--- src/lddpc_defines.svh ---
// constants for the log dimming pwm controller
`ifndef LDDPC_DEFINES_SVH
`define LDDPC_DEFINES_SVH

// ************************************************************
// clock and frequency figures
// ************************************************************
`define LDDPC_CLK_HZ 200000000
`define LDDPC_LF_MIN_HZ 100
`define LDDPC_LF_MAX_HZ 2000
`define LDDPC_HF_MIN_HZ 1500
`define LDDPC_HF_MAX_HZ 20000
`define LDDPC_IN_MIN_HZ 100
`define LDDPC_DIM_DEF_HZ 1000

// ************************************************************
// duty arithmetic, 1024 units are 100 percent
// ************************************************************
`define LDDPC_DUTY_BITS 11
`define LDDPC_FRAC_BITS 10
`define LDDPC_DUTY_FULL 11'h400
`define LDDPC_LEVEL_STEP 11'h040
`define LDDPC_HYST_UNITS 11'h02B
`define LDDPC_AVG_SHIFT 4
`define LDDPC_DIV_STEPS 4'hA
`define LDDPC_LEVEL_MAX 4'hF
`define LDDPC_LEVEL_RST 4'h0

// ************************************************************
// channels and faults
// ************************************************************
`define LDDPC_NUM_CH 6
`define LDDPC_FAULT_LIMIT 3'h4

// ************************************************************
// register map and status fields
// ************************************************************
`define LDDPC_ADDR_W 12
`define LDDPC_REG_PERIOD 12'h000
`define LDDPC_REG_STATUS 12'h004
`define LDDPC_REG_DUTY 12'h008
`define LDDPC_ST_LEVEL_LSB 0
`define LDDPC_ST_FAULT_LSB 4
`define LDDPC_ST_DIRECT_BIT 10
`define LDDPC_ST_EN_BIT 11
`define LDDPC_ST_FCNT_LSB 12

`endif

--- src/lddpc_pkg.sv ---
// types and tables for the log dimming pwm controller
`include "lddpc_defines.svh"

package lddpc_pkg;

  // ************************************************************
  // carriers
  // ************************************************************
  typedef struct packed {
    logic [`LDDPC_NUM_CH-1:0] below_open;
    logic [`LDDPC_NUM_CH-1:0] above_short;
  } lddpc_sense_t;

  typedef struct packed {
    logic [`LDDPC_ADDR_W-1:0] paddr;
    logic psel;
    logic penable;
    logic pwrite;
    logic [31:0] pwdata;
  } lddpc_apb_req_t;

  typedef enum logic [0:0] {DV_IDLE, DV_RUN} lddpc_div_state_t;

  // ************************************************************
  // functions
  // ************************************************************
  function automatic logic [`LDDPC_DUTY_BITS-1:0] lddpc_ratio(input logic [3:0] lvl);
    case (lvl)
      4'h0: lddpc_ratio = 11'h000;
      4'h1: lddpc_ratio = 11'h00A;
      4'h2: lddpc_ratio = 11'h00E;
      4'h3: lddpc_ratio = 11'h014;
      4'h4: lddpc_ratio = 11'h01B;
      4'h5: lddpc_ratio = 11'h026;
      4'h6: lddpc_ratio = 11'h035;
      4'h7: lddpc_ratio = 11'h04A;
      4'h8: lddpc_ratio = 11'h066;
      4'h9: lddpc_ratio = 11'h08E;
      4'hA: lddpc_ratio = 11'h0C6;
      4'hB: lddpc_ratio = 11'h113;
      4'hC: lddpc_ratio = 11'h17E;
      4'hD: lddpc_ratio = 11'h212;
      4'hE: lddpc_ratio = 11'h2E1;
      default: lddpc_ratio = `LDDPC_DUTY_FULL;
    endcase
  endfunction : lddpc_ratio

  function automatic logic [`LDDPC_DUTY_BITS-1:0] lddpc_nominal(input logic [3:0] lvl);
    lddpc_nominal = 11'({7'h00, lvl} * `LDDPC_LEVEL_STEP);
  endfunction : lddpc_nominal

endpackage : lddpc_pkg

--- src/lddpc_controller.sv ---
// log dimming pwm controller: duty conversion, dimming pulse, channel faults, apb registers
//
// Decided for this implementation: register access over APB and the address map.
`timescale 1ns/100ps
`include "lddpc_defines.svh"

// Summary of operation
// range low: internal dimming pulse period clamped to 100 Hz .. 2 kHz
// range high: internal dimming pulse period clamped to 1.5 kHz .. 20 kHz
// frequency select high: range input pulse gates channels directly, no conversion
// internal mode: averaged input duty quantised to one of sixteen log levels
// level steps per 6.25 percent input duty; output ratio ten to (N-1)/7 percent for levels 1..15, zero at level 0
// step up only when average exceeds current nominal by 4.16 percent
// step down only when average falls 4.16 percent below current nominal
// resulting 2 percent band between neighbour thresholds stops level toggling
// level decisions use a running average over many input pulses
// input may run 100 Hz .. 40 kHz; output period set only by register
// channel sense below open threshold switches that channel off alone
// channel sense above short threshold switches that channel off alone
// faulted channel stops driving its sense output, left high impedance
// enable is always driven by the controlling party, high runs, low disables
// feedback ground switch closed while enabled, open while disabled
// boost stage idle in the gaps between internal dimming pulses
// boost switches while dimming pulse high, stops while low
// channel fault latched; only reset clears it
// after four faulted channels no further faults are detected
// duty measured from high and total cycle counts per input period
// pulse from programmable period counter; high time is ratio times period
module lddpc_controller #(
  parameter int PER_W = 22,
  parameter int LF_MIN_PER = `LDDPC_CLK_HZ / `LDDPC_LF_MAX_HZ,
  parameter int LF_MAX_PER = `LDDPC_CLK_HZ / `LDDPC_LF_MIN_HZ,
  parameter int HF_MIN_PER = `LDDPC_CLK_HZ / `LDDPC_HF_MAX_HZ,
  parameter int HF_MAX_PER = `LDDPC_CLK_HZ / `LDDPC_HF_MIN_HZ,
  parameter int PER_RST = `LDDPC_CLK_HZ / `LDDPC_DIM_DEF_HZ,
  parameter int IN_TIMEOUT = 2 * (`LDDPC_CLK_HZ / `LDDPC_IN_MIN_HZ)
) (
  input wire logic pclk,
  input wire logic presetn,
  input wire lddpc_pkg::lddpc_apb_req_t apb_req,
  output logic [31:0] prdata,
  output logic pready,
  output logic pslverr,
  input wire logic dim_ratio_input,
  input wire logic range_select,
  input wire logic dim_freq_select,
  input wire logic enable_in,
  input wire lddpc_pkg::lddpc_sense_t sense_cmp,
  output logic [`LDDPC_NUM_CH-1:0] led_channel_sense_o,
  output logic [`LDDPC_NUM_CH-1:0] led_channel_sense_oe_n,
  output logic [`LDDPC_NUM_CH-1:0] led_drive,
  output logic dimming_ratio_pulse,
  output logic boost_switch_en,
  output logic feedback_ground_switch
);
  import lddpc_pkg::*;

  // ************************************************************
  // pin synchronisers
  // ************************************************************
  logic [2+2*`LDDPC_NUM_CH:0] pin1_r, pin2_r;
  wire [2+2*`LDDPC_NUM_CH:0] pins = {range_select, dim_freq_select, enable_in, sense_cmp};

  always_ff @(posedge pclk or negedge presetn) begin
    if (!presetn) begin
      pin1_r <= '0;
      pin2_r <= '0;
    end else begin
      pin1_r <= pins;
      pin2_r <= pin1_r;
    end
  end

  wire range_s = pin2_r[2+2*`LDDPC_NUM_CH];
  wire direct_s = pin2_r[1+2*`LDDPC_NUM_CH];
  wire en_s = pin2_r[2*`LDDPC_NUM_CH];
  lddpc_sense_t sense_s;
  assign sense_s = pin2_r[2*`LDDPC_NUM_CH-1:0];

  // ************************************************************
  // duty measurement and averaging
  // ************************************************************
  logic [`LDDPC_DUTY_BITS-1:0] duty_q;
  logic duty_valid;

  lddpc_duty_meter #(
    .CNT_W(PER_W),
    .TIMEOUT(IN_TIMEOUT)
  ) u_meter (
    .pclk(pclk),
    .presetn(presetn),
    .dim_ratio_input(dim_ratio_input),
    .duty_q(duty_q),
    .duty_valid(duty_valid)
  );

  localparam int ACC_W = `LDDPC_DUTY_BITS + `LDDPC_AVG_SHIFT;
  logic [ACC_W-1:0] acc_r;
  wire [ACC_W-1:0] acc_nxt = acc_r - (acc_r >> `LDDPC_AVG_SHIFT) + ACC_W'(duty_q);
  wire [`LDDPC_DUTY_BITS-1:0] avg = acc_r[ACC_W-1:`LDDPC_AVG_SHIFT];

  always_ff @(posedge pclk or negedge presetn) begin
    if (!presetn) begin
      acc_r <= '0;
    end else if (duty_valid) begin
      acc_r <= acc_nxt;
    end
  end

  // ************************************************************
  // level selection with hysteresis
  // ************************************************************
  logic [3:0] level_r;
  wire [`LDDPC_DUTY_BITS-1:0] nom = lddpc_nominal(level_r);
  wire go_up = (level_r != `LDDPC_LEVEL_MAX) && (avg > nom + `LDDPC_HYST_UNITS);
  wire go_dn = (level_r != `LDDPC_LEVEL_RST) && (avg + `LDDPC_HYST_UNITS < nom);
  wire [3:0] level_nxt = go_up ? level_r + 4'h1 : (go_dn ? level_r - 4'h1 : level_r);

  always_ff @(posedge pclk or negedge presetn) begin
    if (!presetn) begin
      level_r <= `LDDPC_LEVEL_RST;
    end else begin
      level_r <= level_nxt;
    end
  end

  // ************************************************************
  // period register, range clamp and dimming pulse
  // ************************************************************
  logic [PER_W-1:0] per_reg_r, per_cur_r, cnt_r, high_cur_r;
  logic pulse_r;
  wire [PER_W-1:0] per_min = range_s ? PER_W'(HF_MIN_PER) : PER_W'(LF_MIN_PER);
  wire [PER_W-1:0] per_max = range_s ? PER_W'(HF_MAX_PER) : PER_W'(LF_MAX_PER);
  wire [PER_W-1:0] per_eff = (per_reg_r < per_min) ? per_min : ((per_reg_r > per_max) ? per_max : per_reg_r);
  wire [PER_W+`LDDPC_DUTY_BITS-1:0] prod = per_eff * lddpc_ratio(level_r);
  wire [PER_W-1:0] high_nxt = prod[PER_W+`LDDPC_FRAC_BITS-1:`LDDPC_FRAC_BITS];
  wire per_end = (cnt_r >= per_cur_r - PER_W'(1));
  wire pulse_nxt = en_s & (direct_s ? range_s : (cnt_r < high_cur_r));

  always_ff @(posedge pclk or negedge presetn) begin
    if (!presetn) begin
      cnt_r <= '0;
      per_cur_r <= PER_W'(PER_RST);
      high_cur_r <= '0;
    end else if (per_end) begin
      cnt_r <= '0;
      per_cur_r <= per_eff;
      high_cur_r <= high_nxt;
    end else begin
      cnt_r <= cnt_r + PER_W'(1);
    end
  end

  always_ff @(posedge pclk or negedge presetn) begin
    if (!presetn) begin
      pulse_r <= 1'b0;
    end else begin
      pulse_r <= pulse_nxt;
    end
  end

  assign dimming_ratio_pulse = pulse_r;
  assign boost_switch_en = pulse_r;
  assign feedback_ground_switch = en_s;

  // ************************************************************
  // channel fault latches
  // ************************************************************
  function automatic logic [`LDDPC_NUM_CH-1:0] accept_faults(input logic [`LDDPC_NUM_CH-1:0] cur,
                                                                input logic [`LDDPC_NUM_CH-1:0] req);
    logic [2:0] n;
    n = 3'h0;
    accept_faults = cur;
    for (int i = 0; i < `LDDPC_NUM_CH; i++) begin
      n = n + 3'(cur[i]);
    end
    for (int i = 0; i < `LDDPC_NUM_CH; i++) begin
      if (req[i] && !cur[i] && (n < `LDDPC_FAULT_LIMIT)) begin
        accept_faults[i] = 1'b1;
        n = n + 3'h1;
      end
    end
  endfunction : accept_faults

  logic [`LDDPC_NUM_CH-1:0] fault_r;
  wire [`LDDPC_NUM_CH-1:0] fault_req = led_drive & (sense_s.below_open | sense_s.above_short);
  wire [`LDDPC_NUM_CH-1:0] fault_nxt = accept_faults(fault_r, fault_req);
  wire [2:0] fault_cnt = 3'($countones(fault_r));

  always_ff @(posedge pclk or negedge presetn) begin
    if (!presetn) begin
      fault_r <= '0;
    end else begin
      fault_r <= fault_nxt;
    end
  end

  assign led_drive = {`LDDPC_NUM_CH{pulse_r}} & ~fault_r;
  assign led_channel_sense_o = '0;
  assign led_channel_sense_oe_n = fault_r;

  // ************************************************************
  // apb slave
  // ************************************************************
  wire setup = apb_req.psel & ~apb_req.penable;
  wire acc_ph = apb_req.psel & apb_req.penable;
  wire hit_per = (apb_req.paddr == `LDDPC_REG_PERIOD);
  wire hit_st = (apb_req.paddr == `LDDPC_REG_STATUS);
  wire hit_duty = (apb_req.paddr == `LDDPC_REG_DUTY);
  wire hit_any = hit_per | hit_st | hit_duty;
  wire [31:0] status_w = (32'(level_r) << `LDDPC_ST_LEVEL_LSB) | (32'(fault_r) << `LDDPC_ST_FAULT_LSB)
                       | (32'(direct_s) << `LDDPC_ST_DIRECT_BIT) | (32'(en_s) << `LDDPC_ST_EN_BIT)
                       | (32'(fault_cnt) << `LDDPC_ST_FCNT_LSB);
  wire [31:0] rd_mux = hit_per ? 32'(per_reg_r) : (hit_st ? status_w : (hit_duty ? 32'(avg) : 32'h0));
  wire wr_per = acc_ph & apb_req.pwrite & hit_per;

  always_ff @(posedge pclk or negedge presetn) begin
    if (!presetn) begin
      per_reg_r <= PER_W'(PER_RST);
      prdata <= 32'h0;
      pslverr <= 1'b0;
    end else begin
      if (wr_per) begin
        per_reg_r <= apb_req.pwdata[PER_W-1:0];
      end
      if (setup) begin
        prdata <= apb_req.pwrite ? 32'h0 : rd_mux;
        pslverr <= ~hit_any;
      end
    end
  end

  assign pready = 1'b1;

  // ************************************************************
  // assertions
  // ************************************************************
  property p_lf_period;
    @(posedge pclk) disable iff (!presetn)
      per_end && !range_s |=> (per_cur_r >= PER_W'(LF_MIN_PER)) && (per_cur_r <= PER_W'(LF_MAX_PER));
  endproperty
  a_lf_period: assert property (p_lf_period) else $error("low range period out of bounds");

  property p_hf_period;
    @(posedge pclk) disable iff (!presetn)
      per_end && range_s |=> (per_cur_r >= PER_W'(HF_MIN_PER)) && (per_cur_r <= PER_W'(HF_MAX_PER));
  endproperty
  a_hf_period: assert property (p_hf_period) else $error("high range period out of bounds");

  property p_direct;
    @(posedge pclk) disable iff (!presetn)
      en_s && direct_s ##1 en_s && direct_s |-> dimming_ratio_pulse == $past(range_s);
  endproperty
  a_direct: assert property (p_direct) else $error("direct pulse not passed through");

  property p_level_step;
    @(posedge pclk) disable iff (!presetn)
      $changed(level_r) |-> (level_r == $past(level_r) + 4'h1) || (level_r == $past(level_r) - 4'h1);
  endproperty
  a_level_step: assert property (p_level_step) else $error("level moved by more than one");

  property p_up_thr;
    @(posedge pclk) disable iff (!presetn)
      level_r > $past(level_r) |-> $past(avg) > lddpc_nominal($past(level_r)) + `LDDPC_HYST_UNITS;
  endproperty
  a_up_thr: assert property (p_up_thr) else $error("level rose below threshold");

  property p_dn_thr;
    @(posedge pclk) disable iff (!presetn)
      level_r < $past(level_r) |-> $past(avg) + `LDDPC_HYST_UNITS < lddpc_nominal($past(level_r));
  endproperty
  a_dn_thr: assert property (p_dn_thr) else $error("level fell above threshold");

  property p_fault_off;
    @(posedge pclk) disable iff (!presetn)
      (fault_req != '0) && (fault_cnt == 3'h0) |=> (led_drive & $past(fault_req)) == '0;
  endproperty
  a_fault_off: assert property (p_fault_off) else $error("faulted channel still driven");

  property p_fault_hiz;
    @(posedge pclk) disable iff (!presetn)
      $rose(fault_r[0]) |-> led_channel_sense_oe_n[0] && !led_drive[0];
  endproperty
  a_fault_hiz: assert property (p_fault_hiz) else $error("faulted sense pin still driven");

  property p_fault_sticky;
    @(posedge pclk) disable iff (!presetn)
      1'b1 |=> (fault_r & $past(fault_r)) == $past(fault_r);
  endproperty
  a_fault_sticky: assert property (p_fault_sticky) else $error("fault latch cleared");

  property p_fault_limit;
    @(posedge pclk) disable iff (!presetn)
      fault_cnt == `LDDPC_FAULT_LIMIT |=> $stable(fault_r);
  endproperty
  a_fault_limit: assert property (p_fault_limit) else $error("fault taken past the limit");

  property p_fb_switch;
    @(posedge pclk) disable iff (!presetn)
      !en_s |-> !feedback_ground_switch ##1 !boost_switch_en;
  endproperty
  a_fb_switch: assert property (p_fb_switch) else $error("disabled but switch or boost active");

  property p_boost_gap;
    @(posedge pclk) disable iff (!presetn)
      en_s && !direct_s && (cnt_r >= high_cur_r) |=> !boost_switch_en;
  endproperty
  a_boost_gap: assert property (p_boost_gap) else $error("boost active in dimming gap");

  property p_boost_on;
    @(posedge pclk) disable iff (!presetn)
      en_s && !direct_s && (cnt_r < high_cur_r) |=> boost_switch_en;
  endproperty
  a_boost_on: assert property (p_boost_on) else $error("boost idle in dimming pulse");

  property p_per_hold;
    @(posedge pclk) disable iff (!presetn)
      !per_end |=> $stable(per_cur_r);
  endproperty
  a_per_hold: assert property (p_per_hold) else $error("period changed mid period");

  property p_acc_hold;
    @(posedge pclk) disable iff (!presetn)
      !duty_valid |=> $stable(acc_r);
  endproperty
  a_acc_hold: assert property (p_acc_hold) else $error("average moved without a sample");

  property p_duty_range;
    @(posedge pclk) disable iff (!presetn)
      duty_valid |-> duty_q <= `LDDPC_DUTY_FULL;
  endproperty
  a_duty_range: assert property (p_duty_range) else $error("duty sample above full scale");

  property p_fault_max;
    @(posedge pclk) disable iff (!presetn)
      fault_cnt <= `LDDPC_FAULT_LIMIT;
  endproperty
  a_fault_max: assert property (p_fault_max) else $error("more faults than the limit");

  c_top_level: cover property (@(posedge pclk) disable iff (!presetn) level_r == `LDDPC_LEVEL_MAX);
  c_four_faults: cover property (@(posedge pclk) disable iff (!presetn) fault_cnt == `LDDPC_FAULT_LIMIT);
  c_direct_pulse: cover property (@(posedge pclk) disable iff (!presetn) direct_s && $rose(dimming_ratio_pulse));
  c_level_down: cover property (@(posedge pclk) disable iff (!presetn) go_dn);

endmodule : lddpc_controller

--- src/lddpc_duty_meter.sv ---
// duty cycle meter for the dimming input with serial divider
`timescale 1ns/100ps
`include "lddpc_defines.svh"

module lddpc_duty_meter #(
  parameter int CNT_W = 22,
  parameter int TIMEOUT = 2 * (`LDDPC_CLK_HZ / `LDDPC_IN_MIN_HZ)
) (
  input wire logic pclk,
  input wire logic presetn,
  input wire logic dim_ratio_input,
  output logic [`LDDPC_DUTY_BITS-1:0] duty_q,
  output logic duty_valid
);
  import lddpc_pkg::*;

  // ************************************************************
  // input synchroniser and edge detect
  // ************************************************************
  logic s1_r, s2_r, s3_r;
  wire rise = s2_r & ~s3_r;

  always_ff @(posedge pclk or negedge presetn) begin
    if (!presetn) begin
      s1_r <= 1'b0;
      s2_r <= 1'b0;
      s3_r <= 1'b0;
    end else begin
      s1_r <= dim_ratio_input;
      s2_r <= s1_r;
      s3_r <= s2_r;
    end
  end

  // ************************************************************
  // high and total counters per input period
  // ************************************************************
  logic [CNT_W-1:0] hi_r, tot_r;
  wire tmo = (tot_r == CNT_W'(TIMEOUT - 1));
  wire start = (rise & (tot_r != '0)) | tmo;
  wire [CNT_W-1:0] hi_ld = tmo ? (s2_r ? tot_r : '0) : hi_r;

  always_ff @(posedge pclk or negedge presetn) begin
    if (!presetn) begin
      hi_r <= '0;
      tot_r <= '0;
    end else if (start) begin
      tot_r <= CNT_W'(1);
      hi_r <= CNT_W'(s2_r);
    end else begin
      tot_r <= tot_r + CNT_W'(1);
      hi_r <= hi_r + CNT_W'(s2_r);
    end
  end

  // ************************************************************
  // restoring divider: duty = high * 1024 / total
  // ************************************************************
  lddpc_div_state_t st_r;
  logic [CNT_W:0] rem_r;
  logic [CNT_W-1:0] dvs_r;
  logic [`LDDPC_DUTY_BITS-1:0] quo_r;
  logic [3:0] step_r;
  wire [CNT_W:0] rem2 = {rem_r[CNT_W-1:0], 1'b0};
  wire ge = rem2 >= {1'b0, dvs_r};
  wire hi_full = hi_ld >= tot_r;

  always_ff @(posedge pclk or negedge presetn) begin
    if (!presetn) begin
      st_r <= DV_IDLE;
      rem_r <= '0;
      dvs_r <= '0;
      quo_r <= '0;
      step_r <= '0;
      duty_q <= '0;
      duty_valid <= 1'b0;
    end else begin
      duty_valid <= 1'b0;
      case (st_r)
        DV_IDLE: begin
          if (start) begin
            dvs_r <= tot_r;
            rem_r <= hi_full ? '0 : {1'b0, hi_ld};
            quo_r <= hi_full ? `LDDPC_DUTY_BITS'(1) : '0;
            step_r <= '0;
            st_r <= DV_RUN;
          end
        end
        DV_RUN: begin
          rem_r <= ge ? rem2 - {1'b0, dvs_r} : rem2;
          quo_r <= {quo_r[`LDDPC_DUTY_BITS-2:0], ge};
          step_r <= step_r + 4'h1;
          if (step_r == `LDDPC_DIV_STEPS - 4'h1) begin
            duty_q <= {quo_r[`LDDPC_DUTY_BITS-2:0], ge};
            duty_valid <= 1'b1;
            st_r <= DV_IDLE;
          end
        end
        default: st_r <= DV_IDLE;
      endcase
    end
  end

endmodule : lddpc_duty_meter

--- config.mk ---
export PLATFORM = sky130hd
export DESIGN_NAME = lddpc_controller
export DESIGN_NICKNAME = d
export VERILOG_FILES = /design/src/lddpc_pkg.sv /design/src/lddpc_controller.sv /design/src/lddpc_duty_meter.sv
export VERILOG_INCLUDE_DIRS = /design/src
export SDC_FILE = /design/constraint.sdc
export NUM_CORES = 1
export LEC_CHECK = 0
export BUFFER_PORTS_ARGS = -buffer_cell sky130_fd_sc_hd__buf_2
export CORE_ASPECT_RATIO = 1.5
export CORE_UTILIZATION = 40
export CTS_BUF_LIST = sky130_fd_sc_hd__clkbuf_8
export DETAILED_ROUTE_END_ITERATION = 12
export PLACE_DENSITY_LB_ADDON = 0.1
export SLEW_MARGIN = 5
export SYNTH_ARGS = -nofsm -noshare
export SYNTH_HDL_FRONTEND = slang
export SYNTH_SLANG_ARGS = --single-unit
--- constraint.sdc ---
create_clock -name pclk -period 25.7 [get_ports pclk]
set_clock_uncertainty 0.15 [all_clocks]
set_input_delay 0 -clock pclk [delete_from_list [all_inputs] [get_ports pclk]]
set_output_delay 0 -clock pclk [all_outputs]
set_load 0.05 [all_outputs]
==> results.py, run 1 <==
metrics = {
    "sta": {
        "slew_headroom_pct": 32.46,
        "tns_ns": 0,
        "setup_viol": 0,
        "fmax_mhz": 99.10,
        "finalMaxSlewViolations": 0,
        "layout_min_cycle_time_ns": 10.09,
        "rsz0062_at_grt": "false",
        "post-route-period-util_pct": 39.27,
        "hold_viol_final": 0,
        "hold_slack_ns": 0.03446,
        "tightest_slew_ns": 1.013,
    },
    "layout": {
        "multi_input_area_sq_um": 15450,
        "fin_nets": 3395,
        "seqCellArea_sq_um": 7147,
        "fillers": 5981,
        "drive_gt1_share_pct": 8.665,
        "area_delta_synth_final_pct": 14.29,
        "final_cells": 3751,
        "final_cell_mix": "inv_1, nand2_1, dfrtp_1",
        "final_common_cell": "inv_1",
        "final_cell_area_sq_um": 27780,
    },
    "clock_network": {
        "tritoncts": "yes",
        "postCtsResizedCells": 0,
        "path_clk_slew_ns": 0.07,
        "cts_buffers": 50,
        "clkSinkCount": 285,
        "clock_path_buffers": 3,
        "h-tree-depth": 2,
        "clockRootBuffer": "clkbuf_8",
        "insertion_delay_ns": 0.66,
    },
    "setup_path": {
        "cpPeakStageDelay_ns": 0.80,
        "crit_required_ns": 26.07,
        "r2r_cells": 29,
        "crit_top_cell": "fa_1",
        "cp-start-kind": "flop",
        "slowest_stage": "dfrtp_1",
        "endpoint_kind": "flop",
        "r2r_end": "high_cur_r[15]$_DFFE_PN0N_",
        "critPathArrivalTime_ns": 10.46,
        "reg2reg_from": "pin2_r[14]$_DFF_PN0_",
        "crit_start": "pin2_r[14]$_DFF_PN0_",
        "critPathKind": "flop to flop",
        "cp_max_fo": 19,
        "rrSetupSlack_ns": 15.61,
    },
    "floorplanning": {
        "chipWidth_um": 203.3,
        "core_sq_um": 60010,
        "ios": 120,
        "die_h_um": 303.9,
        "rows": 110,
        "die_area_sq_um": 61780,
        "initial_utilization_pct": 40.51,
    },
    "route": {
        "wirelength_um": 69690,
        "drt_pre_antenna_iters": 5,
        "wl_per_cell_um": 18.58,
        "vias": 19310,
        "drcViolationCount": 0,
        "antenna_left": 0,
        "vias_per_cell": 5.147,
        "drt_iter0_drc": 735,
    },
    "run": {
        "max_cap_violations": 0,
    },
    "logic_synthesis": {
        "ys.flop_type": "dfrtp_1",
        "ys_seq_area_share_pct": 29.40,
        "yosysUniqueCellTypes": 78,
        "yosys_warnings": 0,
        "synth_area_per_cell_sq_um": 8.895,
        "ys_seq_elements": 285,
        "synth_edf_count": 0,
        "postSynthCellCount": 2733,
        "synthArstFlopShare_pct": 100.0,
        "synthesis.area_sq_um": 24310,
    },
    "placement": {
        "place_area_sq_um": 25560,
        "gp_congestion": 0.9044,
        "place.port_buffers": 92,
        "place_inst": 3544,
        "dp_hpwl_um": 54600,
    },
    "min_path": {
        "hp-start": "apb_req[45]",
        "hold_path_class": "primary input to flop",
        "min_to": "prdata[12]$_DFFE_PN0P_",
        "hold_depth": 6,
    },
    "grt": {
        "grt_pass1_wl_um": 110500,
        "grt_pass1_vias": 20650,
        "grt_max_degree": 79,
        "antenna_found_initial": 1,
        "grt_usage_pct": 22.99,
        "grt_overflow": 0,
    },
    "outcome": {
        "status": "completed",
    },
}
## kinds of logic after synthesis
| logic type | Yosys count | synth area share (%) |
|---|---|---|
| compound gates | 483 | 12.35 |
| fa+ha+maj | 406 | 26.86 |
| simple gates | 902 | 16.70 |
| other cells | 2 | 0.03089 |
| buf+inv | 468 | 7.545 |
| mux | 47 | 2.074 |
| flops | 285 | 29.40 |
| xor+xnor | 140 | 5.044 |
## final cells by class
type                    instances  share of cell area [%]
well taps                     784                   3.531
flip-flops and latches        285                   25.72
clock inverters                32                  0.8331
multi-input cells            2005                   55.60
clock buffers                  62                   3.071
diodes                          1                0.009007
inverters                     353                   4.769
repair buffers                229                   6.467
## metrics by stage
stage | worst slack (ns) | utilization (%)
after floorplan | 17.41 | -
after global placement | 15.64 | 42.59
after detailed placement | 15.57 | 42.59
after CTS | 15.53 | 46.29
after global routing | 15.03 | 46.30
final | 15.61 | 46.30
## critical path: cells and delay by family (launching register included)
kind	cells	cell delay (ns)
AO/OA/AOI/OAI	9	2.72
flip-flops	1	0.80
XOR/XNOR	1	0.13
AND/OR/NAND/NOR	7	2.09
buffers and inverters	5	0.72
adder cells (fa/ha/maj)	7	3.32
## metal layers
metal	GRT usage (%)	vias up	share of wire, %
met1	23.11	9453	36
li1	-	9338	-
met2	44.50	364	55
met5	0	-	0
met4	12.22	0	5.5
met3	3.491	153	3.8
## worst max-delay path by stage
stage	to	slack (ns)	cells past startpoint
2_1_floorplan	high_cur_r[15]$_DFFE_PN0N_	17.41	30
3_3_place_gp	high_cur_r[15]$_DFFE_PN0N_	15.64	27
3_5_place_dp	high_cur_r[15]$_DFFE_PN0N_	15.57	27
4_1_cts	high_cur_r[15]$_DFFE_PN0N_	15.53	27
5_1_grt	high_cur_r[15]$_DFFE_PN0N_	15.03	28
6_report	high_cur_r[15]$_DFFE_PN0N_	15.61	29
## Yosys cell counts (all sizes together), types with 4 or more instances
master	n	area (sq um)
nor2	258	975.9
o31ai	6	45.04
a31o	4	35.04
a21o	64	480.5
a22o	5	43.79
o22ai	4	25.02
a21boi	5	37.54
nand3b	5	37.54
clkbuf	82	307.8
or2	8	50.05
nand2b	18	112.6
nand4	26	162.7
mux2	27	304.0
inv	353	1325
fa	193	3864
o211ai	6	45.04
a22oi	12	90.09
nor2b	36	225.2
or3	11	68.82
a21oi	115	594.3
dfstp	12	315.3
a2111oi	6	52.55
nor4	17	106.4
nand3	51	255.2
and2	22	137.6
or4	4	30.03
o311ai	4	52.56
nand2	363	1363
and3	25	156.4
o21ai	171	859.6
ha	213	2665
a211oi	12	90.09
dfrtp	273	6832
nor3	38	190.2
a31oi	25	156.4
o21a	12	91.34
mux2i	20	200.2
o221ai	6	52.55
buf	33	201.5
xnor2	91	797.0
and4	9	78.83
xor2	49	429.2
## repair_timing
item / CTS / global route
hold endpoints to repair: 148 / 0
hold buffers: 112 / 0
buffers inserted: 0 / 0
Power of run 1 is not shown: default switching activity piles up to over one toggle a cycle in this logic, so the estimate is an artifact.
==> run 2, diff against run 1 <==
Settings changed: ABC_AREA set to 1.
Clock period 25.7 ns to 9.62 ns, I/O delays scaled along.
==> run 2 against run 1 <==
Compared with the run above: register-to-register slack worse by 14 ns; non-clock buffer count is 20 higher; die area is 3.0% higher; utilization is 0.20 points higher; final cell count is 13% higher; routed wire length is 8.9% higher; sequential share of layout area is 0.97 points lower; worst setup slack worse by 14 ns; flip-flop and latch count stayed put; via count is 13% higher; global-route usage is 1.9 points higher; critical endpoint is now high_cur_r[18]$_DFFE_PN0N_; critical path depth is 3 lower; the flow now finishes with violations (DRC).
==> results.py, run 2 <==
metrics = {
    "clock_network": {
        "clkSinkCount": 285,
        "postCtsResizedCells": 0,
        "insertion_delay_ns": 0.68,
        "cts_buffers": 50,
        "clockRootBuffer": "clkbuf_8",
        "path_clk_slew_ns": 0.06,
        "clock_path_buffers": 3,
        "tritoncts": "yes",
        "h-tree-depth": 2,
    },
    "route": {
        "wl_per_cell_um": 17.95,
        "drt_pre_antenna_iters": 10,
        "vias": 21760,
        "antenna_left": 0,
        "wirelength_um": 75870,
        "drt_iter0_drc": 1156,
        "vias_per_cell": 5.148,
        "drcViolationCount": 9,
    },
    "layout": {
        "fillers": 6209,
        "fin_nets": 3858,
        "area_delta_synth_final_pct": 15.24,
        "drive_gt1_share_pct": 8.550,
        "multi_input_area_sq_um": 15480,
        "final_cell_mix": "nand2_1, inv_1, nor2_1",
        "final_common_cell": "nand2_1",
        "seqCellArea_sq_um": 7147,
        "final_cells": 4226,
    },
    "sta": {
        "fmax_mhz": 125.0,
        "postLayoutSetupSlackWorst_ns": 1.620,
        "tightest_slew_ns": 1.060,
        "setup_viol": 0,
        "tns_ns": 0,
        "hold_viol_final": 0,
        "layout_min_cycle_time_ns": 8.000,
        "hold_slack_ns": 0.1137,
        "rsz0062_at_grt": "false",
        "finalMaxSlewViolations": 0,
        "post-route-period-util_pct": 83.16,
        "slew_headroom_pct": 28.61,
    },
    "setup_path": {
        "rrSetupSlack_ns": 1.62,
        "cp-start-kind": "flop",
        "crit_required_ns": 9.96,
        "critPathArrivalTime_ns": 8.34,
        "endpoint_kind": "flop",
        "cp_max_fo": 18,
        "r2r_end": "high_cur_r[18]$_DFFE_PN0N_",
        "r2r_cells": 26,
        "reg2reg_from": "level_r[0]$_DFFE_PN0P_",
        "critPathKind": "flop to flop",
    },
    "logic_synthesis": {
        "synth.area.mux_share_pct": 0.2248,
        "yosysUniqueCellTypes": 64,
        "synthAdderAreaFrac_pct": 26.06,
        "synth_most_common_cell": "nand2_1",
        "yosys_warnings": 0,
        "synthTopCellsByArea": "dfrtp_1, fa_1, ha_1, nand2_1, inv_1",
        "synth_top_family_by_area": "adder cells",
        "ys.flop_type": "dfrtp_1",
        "synthArstFlopShare_pct": 100.0,
        "synth-xor-area-share_pct": 2.343,
        "synthesis.area_sq_um": 25050,
        "synth_area_per_cell_sq_um": 7.967,
        "synth.top_cell.area_share_pct": 27.27,
        "ys_seq_elements": 285,
        "postSynthCellCount": 3144,
        "synth_edf_count": 0,
        "synth.cells.most_frequent": "nand2_1, inv_1, nor2_1, dfrtp_1, ha_1",
        "yosys.area_share.simple_pct": 20.99,
        "yosysTopAreaCell": "dfrtp_1",
        "synth-compound-area-share_pct": 11.70,
        "ys_seq_area_share_pct": 28.53,
    },
    "grt": {
        "grt_max_degree": 90,
        "antenna_found_initial": 1,
        "grt_overflow": 0,
        "grt_pass1_vias": 22900,
        "grt_pass1_wl_um": 122500,
        "grt_usage_pct": 24.90,
    },
    "min_path": {
        "hold_depth": 6,
        "min_to": "prdata[5]$_DFFE_PN0P_",
        "hold_path_class": "primary input to flop",
        "hp-start": "apb_req[34]",
    },
    "floorplanning": {
        "die_area_sq_um": 63650,
        "die_h_um": 308.5,
        "chipWidth_um": 206.3,
        "initial_utilization_pct": 40.35,
        "rows": 112,
        "core_sq_um": 62080,
        "ios": 120,
    },
    "placement": {
        "gp_congestion": 0.9165,
        "dp_slack_ns": 1.699,
        "place_inst": 4005,
        "place.port_buffers": 92,
        "dp_hpwl_um": 58900,
    },
    "outcome": {
        "status": "complete, but fails checks",
        "violations": "DRC",
    },
    "run": {
        "max_cap_violations": 0,
    },
}
run 2: layer usage:
metal / vias to the layer above / global-route usage [%] / share of wire (%)
met5: - / 0 / 0
met4: 0 / 13.42 / 5.8
met3: 186 / 3.286 / 3.6
met2: 430 / 45.43 / 52
met1: 10630 / 27.62 / 39
li1: 10510 / - / -
run 2: timing repair:
action                                 4_1_cts  5_1_grt
hold buffers                               128        0
buffers inserted                             0        0
endpoints found under the hold margin      152        0
run 2: cell type report:
class	instances	share of cell area, %
Antenna cell	1	0.008669
Clock buffer	64	3.051
Clock inverter	28	0.8192
Inverter	568	7.386
Multi-Input combinational cell	2233	53.64
Sequential cell	285	24.76
Tap cell	798	3.459
Timing Repair Buffer	249	6.883
run 2: worst max path at each step:
stage               cells after the start  slack, ns                   start                         end
floorplan                              30       2.91    pin2_r[14]$_DFF_PN0_  high_cur_r[18]$_DFFE_PN0N_
global placement                       30       1.79    pin2_r[14]$_DFF_PN0_  high_cur_r[18]$_DFFE_PN0N_
detailed placement                     26       1.70  level_r[0]$_DFFE_PN0P_  high_cur_r[18]$_DFFE_PN0N_
CTS                                    26       1.65  level_r[0]$_DFFE_PN0P_  high_cur_r[18]$_DFFE_PN0N_
global route                           25       1.19  level_r[0]$_DFFE_PN0P_  high_cur_r[18]$_DFFE_PN0N_
finish                                 26       1.62  level_r[0]$_DFFE_PN0P_  high_cur_r[18]$_DFFE_PN0N_
run 2: logic make-up after synthesis:
group	Yosys count
AOI/OAI and AO/OA	522
xor gates and xnor gates	67
adders and majority gates	406
buffers and inverters	651
DFF	285
muxes	5
other	2
and+or+nand+nor	1206
run 2: per-stage QoR:
| stage | util, % | cell area (sq um) |
|---|---|---|
| final | 46.50 | 28870 |
| after global routing | 46.50 | 28870 |
| after CTS | 46.50 | 28870 |
| after detailed placement | 42.61 | 26450 |
| after global placement | 42.61 | 26450 |
| after floorplan | - | 25140 |
run 2: critical path: stages, from the launching register on:
cell and delay [ns]:
dfrtp_1 0.58, inv_1 0.23, ha_1 0.25, inv_1 0.07, nand2_1 0.06, nand2_1 0.08, inv_1 0.03, o21ai_0 0.75
clkinv_1 0.85, nand2_1 0.29, fa_1 0.47, fa_1 0.51, inv_1 0.05, fa_1 0.47, fa_1 0.55, inv_1 0.06
fa_1 0.56, inv_1 0.05, ha_1 0.38, a21oi_1 0.24, o21ai_0 0.15, a21oi_1 0.24, nor2_1 0.09, a311oi_1 0.30
nand3_1 0.13, nand3_1 0.12, o21ai_0 0.10
Power of run 2 is left out for the same reason.
